===== src/pkg/ocs_map.svh =====
/*
 * Register offsets, field positions, reset values and counts of the
 * oscillator and clock select block.
 * Assumes an 8-bit register port and a 20 MHz MCLK.
 */
`ifndef OCS_MAP_SVH
`define OCS_MAP_SVH

// ****************************************************************
// register offsets
// ****************************************************************
`define OCS_ADDR_MODE      8'h00
`define OCS_ADDR_TBC       8'h01
`define OCS_ADDR_CFG       8'h02

// ****************************************************************
// fields and reset values
// ****************************************************************
`define OCS_MODE_RESET     6'h03
`define OCS_MODE_SLOW_RDY  3
`define OCS_MODE_FAST_RDY  2
`define OCS_TBC_LP_BIT     0
`define OCS_DIV_SLOW_MAX   3'h1

// ****************************************************************
// timing counts, in oscillator ticks, and the MCLK rate in Hz
// ****************************************************************
`define OCS_FAST_XTAL_WAIT 11'h400
`define OCS_SLOW_RC_WAIT   2
`define OCS_MCLK_HZ        20000000

`endif


===== src/pkg/ocs_pkg.sv =====
/*
 * Types of the oscillator and clock select block.
 * Assumes ocs_map.svh carries the numeric constants.
 */
package ocs_pkg;

    // configuration straps, caught once after reset
    typedef struct packed {
        logic       fast_rc;     // 1: internal fast rc, 0: crystal
        logic       slow_rc;     // 1: internal slow rc, 0: crystal
        logic [1:0] rc_freq;     // 0: 4 MHz, 1: 8 MHz, 2: 12 MHz
        logic       xtal_hi;     // crystal at or above 1 MHz
    } ocs_cfg_s;

    // system mode register fields held by the block
    typedef struct packed {
        logic [2:0] sysclk_divider_sel;
        logic       fast_wake_en;
        logic       idle_en;
        logic       fast_slow_select;
    } ocs_mode_s;

    // start-up of the slow oscillator
    typedef enum logic [1:0] {
        SLOW_OFF,
        SLOW_START,
        SLOW_READY
    } ocs_slow_e;

endpackage : ocs_pkg


===== src/rtl/ocs_clock_select.sv =====
/*
 * Oscillator selection and system clock enable generation.
 * Assumes raw oscillator levels arrive asynchronously on pins and
 * are at most a quarter of MCLK; faster crystals alias when sampled.
 * Every derived clock leaves this block as a one-cycle enable.
 */
// The address map and the plain strobed port were decided locally.
`timescale 1ns/100ps
`include "ocs_map.svh"

// Contract
// - four sources: two fast, two slow
// - select bit and divider choose, dynamically
// - oscillator per role fixed by straps
// - fast rc runs at 4, 8, 12 MHz
// - strap marks crystal at/above 1 MHz
// - fast rc frees port d pins
// - unused slow crystal frees its pins
// - slow crystal 32.768 kHz, rc 32 kHz
// - low power bit: 0 quick, 1 low power
// - low power bit clears at power-on
// - slow crystal clock valid in both modes
// - slow crystal unusable until start-up done
// - slow clock feeds watchdog and time base
// - halt stops system clock, slow continues
// - divider codes: slow, then fast/64 to /2
// - slow clock from crystal or rc strap
// - crystal ready after 1024 fast ticks
// - slow rc ready within two ticks
module ocs_clock_select #(
    parameter int SLOW_QS_WAIT = 1024,   // slow ticks, quick start
    parameter int SLOW_LP_WAIT = 4096    // slow ticks, low power
) (
    input  wire logic             MCLK,
    input  wire logic             RESET,
    input  wire logic [7:0]       ADDR,
    input  wire logic [7:0]       WDATA,
    input  wire logic             WR,
    input  wire logic             RD,
    output logic [7:0]            RDATA,
    input  wire logic             OSC_FAST_XTAL,
    input  wire logic             OSC_FAST_RC,
    input  wire logic             OSC_SLOW_XTAL,
    input  wire logic             OSC_SLOW_RC,
    input  wire ocs_pkg::ocs_cfg_s CFG,
    input  wire logic             SYS_HALT,
    input  wire logic             SLOW_STOP,
    output logic                  SYS_CLK_EN,
    output logic                  SLOW_CLK_EN,
    output logic                  FAST_XTAL_ON,
    output logic                  FAST_XTAL_HI_FREQ,
    output logic                  FAST_RC_ON,
    output logic [1:0]            FAST_RC_FREQ,
    output logic                  SLOW_XTAL_ON,
    output logic                  SLOW_XTAL_LOWPOWER,
    output logic                  SLOW_RC_ON,
    output logic                  PORT_D_GPIO_EN,
    output logic                  SLOW_PINS_GPIO_EN
);
    import ocs_pkg::*;

    // ************************************************************
    // synchronisers and tick detection
    // ************************************************************
    logic [3:0] sync1_reg;
    logic [3:0] sync2_reg;
    logic [1:0] prev_reg;
    logic [1:0] prev_next;
    logic       fast_tick;
    logic       slow_tick;
    logic       fast_on;    // fast source running, decoded with the selection
    ocs_cfg_s   cfg_reg,   cfg_next;

    // first stage feeds only the second
    always_ff @(posedge MCLK or posedge RESET) begin
        if (RESET) begin
            sync1_reg <= 4'h0;
            sync2_reg <= 4'h0;
            prev_reg  <= 2'h0;
        end else begin
            sync1_reg <= {OSC_SLOW_RC, OSC_SLOW_XTAL, OSC_FAST_RC, OSC_FAST_XTAL};
            sync2_reg <= sync1_reg;
            prev_reg  <= prev_next;
        end
    end

    // source per role taken from the straps, then rising-edge detect
    always_comb begin
        prev_next[0] = cfg_reg.fast_rc ? sync2_reg[1] : sync2_reg[0];
        prev_next[1] = cfg_reg.slow_rc ? sync2_reg[3] : sync2_reg[2];
        fast_tick    = prev_next[0] & ~prev_reg[0] & fast_on;
        slow_tick    = prev_next[1] & ~prev_reg[1] & ~SLOW_STOP;
    end

    // ************************************************************
    // straps and registers
    // ************************************************************
    logic      cfg_done_reg, cfg_done_next;
    ocs_mode_s mode_reg,  mode_next;
    logic      lp_reg,    lp_next;
    logic [7:0] rdata_next;
    logic      fast_rdy_reg, slow_rdy;

    // straps are caught on the first edge after reset release
    always_comb begin
        cfg_next      = cfg_done_reg ? cfg_reg : CFG;
        cfg_done_next = 1'b1;
        mode_next     = mode_reg;
        lp_next       = lp_reg;
        rdata_next    = 8'h00;
        if (WR) begin
            if (ADDR == `OCS_ADDR_MODE) begin
                mode_next = {WDATA[7:4], WDATA[1:0]};
            end else if (ADDR == `OCS_ADDR_TBC) begin
                lp_next = WDATA[`OCS_TBC_LP_BIT];
            end
        end
        if (RD) begin
            if (ADDR == `OCS_ADDR_MODE) begin
                rdata_next = {mode_reg.sysclk_divider_sel, mode_reg.fast_wake_en,
                              slow_rdy, fast_rdy_reg, mode_reg.idle_en,
                              mode_reg.fast_slow_select};
            end else if (ADDR == `OCS_ADDR_TBC) begin
                rdata_next[`OCS_TBC_LP_BIT] = lp_reg;
            end else if (ADDR == `OCS_ADDR_CFG) begin
                rdata_next = {3'h0, cfg_reg};
            end
        end
    end

    // low power bit resets to quick start
    always_ff @(posedge MCLK or posedge RESET) begin
        if (RESET) begin
            cfg_reg      <= '0;
            cfg_done_reg <= 1'b0;
            mode_reg     <= ocs_mode_s'(`OCS_MODE_RESET);
            lp_reg       <= 1'b0;
            RDATA        <= 8'h00;
        end else begin
            cfg_reg      <= cfg_next;
            cfg_done_reg <= cfg_done_next;
            mode_reg     <= mode_next;
            lp_reg       <= lp_next;
            RDATA        <= rdata_next;
        end
    end

    // ************************************************************
    // fast divider and system clock selection
    // ************************************************************
    logic [5:0] div_reg, div_next;
    logic [3:0] sel_reg, sel_next;    // applied {select, divider}
    logic       sel_slow;
    logic       sys_pulse;
    logic [5:0] mask;

    // decode the applied selection
    always_comb begin
        sel_slow = ~sel_reg[3] & (sel_reg[2:0] <= `OCS_DIV_SLOW_MAX);
        fast_on  = cfg_done_reg & ~SYS_HALT & ~sel_slow;
        case (sel_reg[2:0])
            3'h2:    mask = 6'h3F;  // fast/64
            3'h3:    mask = 6'h1F;
            3'h4:    mask = 6'h0F;
            3'h5:    mask = 6'h07;
            3'h6:    mask = 6'h03;
            default: mask = 6'h01;  // fast/2
        endcase
        if (sel_reg[3]) begin
            mask = 6'h00;           // undivided fast clock
        end
    end

    // one counter serves every ratio so divided edges stay aligned
    always_comb begin
        div_next = fast_tick ? div_reg + 6'h01 : div_reg;
        if (sel_slow) begin
            sys_pulse = slow_tick & slow_rdy;
        end else begin
            sys_pulse = fast_tick & fast_rdy_reg & ((div_reg & mask) == mask);
        end
        sys_pulse = sys_pulse & ~SYS_HALT;
        // a new choice waits for a boundary of the old clock
        sel_next = sel_reg;
        if (sys_pulse | SYS_HALT | (sel_slow ? ~slow_rdy : ~fast_rdy_reg)) begin
            sel_next = {mode_reg.fast_slow_select, mode_reg.sysclk_divider_sel};
        end
    end

    always_ff @(posedge MCLK or posedge RESET) begin
        if (RESET) begin
            div_reg <= 6'h00;
            sel_reg <= 4'h8;
        end else begin
            div_reg <= div_next;
            sel_reg <= sel_next;
        end
    end

    // ************************************************************
    // oscillator ready tracking
    // ************************************************************
    logic [10:0] fcnt_reg, fcnt_next;
    logic        fast_rdy_next;
    ocs_slow_e   sst_reg, sst_next;
    logic [15:0] scnt_reg, scnt_next;
    logic [15:0] slow_wait;

    // fast ready clears while the fast source is stopped
    always_comb begin
        fcnt_next     = fcnt_reg;
        fast_rdy_next = fast_rdy_reg;
        if (!fast_on) begin
            fcnt_next     = 11'h000;
            fast_rdy_next = 1'b0;
        end else if (fast_tick && !fast_rdy_reg) begin
            if (cfg_reg.fast_rc) begin
                fast_rdy_next = 1'b1;
            end else begin
                fcnt_next = fcnt_reg + 11'h001;
                if (fcnt_next == `OCS_FAST_XTAL_WAIT) begin
                    fast_rdy_next = 1'b1;
                end
            end
        end
    end

    // low power mode only lengthens the crystal start-up
    always_comb begin
        slow_wait = lp_reg ? 16'(SLOW_LP_WAIT) : 16'(SLOW_QS_WAIT);
        if (cfg_reg.slow_rc) begin
            slow_wait = 16'(`OCS_SLOW_RC_WAIT);
        end
        sst_next  = sst_reg;
        scnt_next = scnt_reg;
        slow_rdy  = (sst_reg == SLOW_READY);
        case (sst_reg)
            SLOW_OFF: begin
                scnt_next = 16'h0000;
                if (cfg_done_reg && !SLOW_STOP) begin
                    sst_next = SLOW_START;
                end
            end
            SLOW_START: begin
                if (SLOW_STOP) begin
                    sst_next = SLOW_OFF;
                end else if (slow_tick) begin
                    scnt_next = scnt_reg + 16'h0001;
                    if (scnt_next >= slow_wait) begin
                        sst_next = SLOW_READY;
                    end
                end
            end
            default: begin
                if (SLOW_STOP) begin
                    sst_next = SLOW_OFF;
                end
            end
        endcase
    end

    always_ff @(posedge MCLK or posedge RESET) begin
        if (RESET) begin
            fcnt_reg     <= 11'h000;
            fast_rdy_reg <= 1'b0;
            sst_reg      <= SLOW_OFF;
            scnt_reg     <= 16'h0000;
        end else begin
            fcnt_reg     <= fcnt_next;
            fast_rdy_reg <= fast_rdy_next;
            sst_reg      <= sst_next;
            scnt_reg     <= scnt_next;
        end
    end

    // ************************************************************
    // registered outputs
    // ************************************************************
    // slow clock keeps running through halt for watchdog and time base
    always_ff @(posedge MCLK or posedge RESET) begin
        if (RESET) begin
            SYS_CLK_EN         <= 1'b0;
            SLOW_CLK_EN        <= 1'b0;
            FAST_XTAL_ON       <= 1'b0;
            FAST_XTAL_HI_FREQ  <= 1'b0;
            FAST_RC_ON         <= 1'b0;
            FAST_RC_FREQ       <= 2'h0;
            SLOW_XTAL_ON       <= 1'b0;
            SLOW_XTAL_LOWPOWER <= 1'b0;
            SLOW_RC_ON         <= 1'b0;
            PORT_D_GPIO_EN     <= 1'b0;
            SLOW_PINS_GPIO_EN  <= 1'b0;
        end else begin
            SYS_CLK_EN         <= sys_pulse;
            SLOW_CLK_EN        <= slow_tick & slow_rdy;
            FAST_XTAL_ON       <= fast_on & ~cfg_reg.fast_rc;
            FAST_XTAL_HI_FREQ  <= cfg_reg.xtal_hi;
            FAST_RC_ON         <= fast_on & cfg_reg.fast_rc;
            FAST_RC_FREQ       <= cfg_reg.rc_freq;
            SLOW_XTAL_ON       <= cfg_done_reg & ~cfg_reg.slow_rc & ~SLOW_STOP;
            SLOW_XTAL_LOWPOWER <= lp_reg;
            SLOW_RC_ON         <= cfg_done_reg & cfg_reg.slow_rc & ~SLOW_STOP;
            PORT_D_GPIO_EN     <= cfg_done_reg & cfg_reg.fast_rc;
            SLOW_PINS_GPIO_EN  <= cfg_done_reg & cfg_reg.slow_rc;
        end
    end

endmodule : ocs_clock_select


===== config.mk =====
export PLATFORM = sky130hd
export DESIGN_NAME = ocs_clock_select
export DESIGN_NICKNAME = d
export VERILOG_FILES = /design/src/pkg/ocs_pkg.sv /design/src/rtl/ocs_clock_select.sv
export VERILOG_INCLUDE_DIRS = /design/src /design/src/pkg
export SDC_FILE = /design/constraint.sdc
export NUM_CORES = 1
export LEC_CHECK = 0
export BUFFER_PORTS_ARGS = -buffer_cell sky130_fd_sc_hd__buf_2
export CELL_PAD_IN_SITES_DETAIL_PLACEMENT = 1
export CELL_PAD_IN_SITES_GLOBAL_PLACEMENT = 1
export CORE_UTILIZATION = 34
export CTS_CLUSTER_DIAMETER = 100
export DETAILED_ROUTE_END_ITERATION = 12
export GPL_TIMING_DRIVEN = 0
export PLACE_DENSITY_LB_ADDON = 0.1
export SLEW_MARGIN = 20
export SYNTH_ARGS = -nofsm -noshare
export SYNTH_HDL_FRONTEND = slang
export SYNTH_SLANG_ARGS = --single-unit

===== constraint.sdc =====
create_clock -name MCLK -period 4.2 [get_ports MCLK]
set_clock_uncertainty 0.15 [all_clocks]
set_input_delay 0.63 -clock MCLK [delete_from_list [all_inputs] [get_ports MCLK]]
set_output_delay 0.63 -clock MCLK [all_outputs]
set_load 0.05 [all_outputs]

* Word level (Yosys, flattened, before mapping)
Index checks and enable logic that the tools add are counted.
W data, S select, Z words.
** Storage, ports and cells
- Bits in registers :: 83
- Bits in latches :: 0
- Memory bits (writable) :: 0
- Bits in read-only memories :: 0
- Input bits :: 31
- Output and inout bits :: 20
- Memories :: 0
** Operators by class
- Add/sub/neg operators :: 3
- Multiply operators :: 0
- Divide/modulo/power cells :: 0
- $lt $le $gt $ge :: 2
- Equality and inequality tests :: 19
- Shift operators :: 0
- Mux-type cells :: 29
- Bitwise gates (word level) :: 32
- Reductions and logical operators :: 14
** Operator list (count)
- $mux W11 :: 3
- $mux W16 :: 2
- $pmux W16 S2 :: 1
- $pmux W6 S5 :: 1
- $mux W13 :: 2
- $and A1 B1 Y1 :: 18
- $add A16 B1 Y16 const B :: 1
- $ge A16 B16 Y1 :: 1
- $mux W8 :: 2
- $add A11 B1 Y11 const B :: 1
- $eq A11 B11 Y1 const B :: 1
- $not A1 Y1 :: 11
- $mux W2 :: 5
- $eq A3 B3 Y1 const B :: 3
- $mux W1 :: 9
- $eq A8 B1 Y1 const B :: 1
- $eq A8 B2 Y1 const B :: 1
- $logic_not A8 Y1 :: 1
- $ne A2 B2 Y1 const B :: 4
- $mux W7 :: 1
- $add A6 B1 Y6 const B :: 1
- $and A6 B6 Y6 :: 1
- $eq A3 B2 Y1 const B :: 2
- $eq A6 B6 Y1 :: 1
- 18 further kinds :: 25

* Longest topological paths before layout
- Word-level depth :: 11
- Gate-level depth with buffers :: 10

* Least setup slack after synthesis
No wires, ideal clock.
- Kind :: flip-flop to flip-flop
- Start point :: reg scnt_reg[0]
- End point :: reg sst_reg[1]
- Library setup time :: 0.126 ns
- Arrival :: 2.291 ns
- Data required time :: 3.924 ns
- Setup slack :: 1.633 ns
- Stages on the path, launching flop included :: 10
- Clock period less this slack :: 2.567 ns
- Path through :: dfrtp_1 ha_1 nand3_1 nor2_1 nand4_1 xnor2_1 ha_1 o41a_1 or3_1 a221o_1
** Between the ends
- Word-level cells in the longest chain between the ends :: 4
** RTL lines
- from (decl) :: RTL line ocs_clock_select.sv:206 : logic [15:0] scnt_reg, scnt_next;
- from (signal assigned) :: RTL line ocs_clock_select.sv:272 : scnt_reg <= scnt_next;
- $add A16 B1 Y16 :: RTL line ocs_clock_select.sv:248 : scnt_next = scnt_reg + 16'h0001;
- $ge A16 B16 Y1 :: RTL line ocs_clock_select.sv:249 : if (scnt_next >= slow_wait) begin
- $ne A3 B3 Y1 (no source line)
- $reduce_and A4 Y1 (no source line)
- to (signal assigned) :: RTL line ocs_clock_select.sv:271 : sst_reg <= sst_next;
- to (decl) :: RTL line ocs_clock_select.sv:205 : ocs_slow_e sst_reg, sst_next;
Every way passes these cells.
A chain may end at the register's enable or synchronous reset.

* Final worst setup path
Ends and elaborated chain as after synthesis.

==> metrics.txt <==
Total Wirelength=~8.6 mm; Yosys reg bits=83; fin util=about two fifths; commonest register cell after synthesis=dfrtp_1; Num CTS Buffers=9; Tcrit/Tclk final=between 70% and 80%; Die Footprint=around 12000 um^2; DR iter-0 viols=60; status=completed; GRT Resource Usage Total=~17%; CP Launch Type=flop; Seq/Total Area, Yosys=54.7%; commonest non-fill, non-tap cells in the layout=80 x dfrtp_1, 50 x buf_2, 31 x nor2_1, 27 x nand2_1, 26 x o21ai_0; synthesized area=roughly 3800 um^2; # diodes=0; Die Width=between 100 and 150 um; I/O pin count=approximately 50; vias in the first global route=~3000; post-DR vias/cell=5.07; commonest non-fill, non-tap cell in the layout=dfrtp_1; max reg flops=16; synth warn=0; post-cts repair resize count=0; DP HPWL=approximately 6.2 mm; Post-CTS Hold Fix Bufs=0; Core Box Area=~11000 um^2; first-pass GRT wire length=14.9 mm; Max-Slew Margin vs Limit=54.8%; gp weighted congestion=~0.75; Pleak=2.06 nW; Mapped Nets=392; Core Rows=38; Worst Setup EP=sst_reg[1]$_DFFE_PP0P_; crit-path max FO=9; Vias=~2800; Hold Slack=approximately 0.14 ns; P&R area growth vs syn=17.2%; Setup violations, final=0; Post-synth EDFFs=0; reg2reg start=scnt_reg[0]$_DFFE_PP0P_; antenna violations before repair=0; library cells used by synthesis=50; Slew Viols, Final=0; H-tree levels=3; Root Driver=clkbuf_8; fill count=approximately 1300; GRT Residual Overflow=0; Die H=108 um; multi-input combinational cell area=roughly 1600 um^2; Clock Tree Buf Depth=2; ys async rst share=100%; Reg2Reg Depth=9; final routed DRC violation total=0; largest net degree at the start of global routing=49; Worst R2R Setup Slack=between 1 and 1.5 ns; PD cells=361 nW/um^2; RR Endpoint=sst_reg[1]$_DFFE_PP0P_; effective utilization at floorplan=roughly a third; share of cells above drive strength 1=a little over a fifth; postcts setup bufs=0; CP endpoint kind=flop; Sink Count=between 80 and 90; Reg area=between 2000 and 2500 um^2; final net count=between 400 and 500; fin crit period=2.95 ns; CP Data Arrival Time=just over 3 ns; fmax=~340 MHz; clk_lat worst skew=between 0.3 and 0.4 ns; Avg Inst Size Synth=~11 um^2; Pre-Repair DR Iteration Count=4; Setup CP Type=flop to flop; Hold Fails Final Rpt=0; path category of the worst min-delay check=primary input to async pin; critical path required time=approximately 4.3 ns; worst slew pin tran=just under 0.7 ns; clk slew on worst S/H paths=roughly 0.080 ns; CTS tree=built; max_cap viols=0; Setup crit start=scnt_reg[0]$_DFFE_PP0P_; peak supply drop=approximately 0.00021 V; Mapped Cells=approximately 360; Routed Antenna Nets=0; unrepaired setup endpoints after global routing=false; # port buffers=47; post-route setup TNS=0 ns; WL/cell=15.5 um
-- cells in the mapped netlist (8+ instances only) --
library cell	instances	area [um^2]
dfrtp_1	80	2000
nand2_1	27	101
clkbuf_1	8	30.0
a21oi_1	12	60.1
nand3_1	12	60.1
mux2_2	12	135
nor2_1	31	116
o21ai_0	27	135
mux2i_1	8	80.1
nand4_1	10	62.6
inv_1	15	56.3
xnor2_1	8	70.1
xor2_1	12	105
-- cell families (layout without fill, tap and decap cells) --
group | count (synthesis) | after routing | share of synthesized area [%]
AO/OA/AOI/OAI | 65 | 65 | 10.7
XOR/XNOR | 20 | 20 | 4.61
adder cells (fa/ha/maj) | 6 | 6 | 1.97
buffers and inverters | 30 | 94 | 3.75
flip-flops | 83 | 83 | 54.7
multiplexers | 24 | 24 | 6.85
other | 1 | 1 | 0.0987
AND/OR/NAND/NOR | 126 | 126 | 17.3
-- how the worst min path moves through the flow --
| stage | start | to | cells past startpoint |
|---|---|---|---|
| final | RESET | scnt_reg[9]$_DFFE_PP0P_ | 2 |
| after global routing | RESET | fcnt_reg[5]$_DFFE_PP0P_ | 2 |
| after CTS | RESET | fcnt_reg[5]$_DFFE_PP0P_ | 2 |
| after detailed placement | sync1_reg[1]$_DFF_PP0_ | sync2_reg[1]$_DFF_PP0_ | 0 |
| after global placement | sync1_reg[2]$_DFF_PP0_ | sync2_reg[2]$_DFF_PP0_ | 0 |
| after floorplan | sync1_reg[0]$_DFF_PP0_ | sync2_reg[0]$_DFF_PP0_ | 0 |
-- worst max-delay path: stages (launching register included) --
cell and delay (ns):
dfrtp_1 0.48, ha_1 0.29, nand3_1 0.17, nor2_1 0.31
nand4_1 0.21, xnor2_1 0.20, ha_1 0.26, o41a_1 0.12
or3_1 0.34, a221o_1 0.30
-- routing by layer --
layer	GRT usage (%)	vias up	wire [um]	part of all wire, %
met5	0	-	0	0
met4	4.40	0	91	1.1
met3	5.45	8	267	3.1
met2	28.5	31	4200	49
met1	21.0	1418	4090	47
li1	-	1375	-	-
-- through the flow --
stage,total power [mW],instance area (um^2),std cells,setup WS (ns)
after floorplan,0.947,3800,355,1.29
after global placement,0.994,4210,542,0.173
after detailed placement,1.00,4240,543,1.27
after CTS,1.65,4460,559,1.25
after global routing,1.69,4460,559,1.01
final,1.61,4460,559,1.25
-- where the power goes --
part,switching [mW],internal [mW],total [mW]
Clock,0.293,0.333,0.627
Sequential,0.0206,0.827,0.847
Combinational,0.0873,0.0471,0.134
-- layout make-up --
type / instances / share of cell area [%]
tap: 140 / 3.93
sequential: 83 / 46.7
buffer: 15 / 1.94
multi-input combinational: 242 / 35.4
inverter: 15 / 1.32
clock buffer: 9 / 2.78
timing repair buffer: 48 / 5.90
clock inverter: 7 / 2.05
No activity file was read; power rests on OpenSTA's default activity.
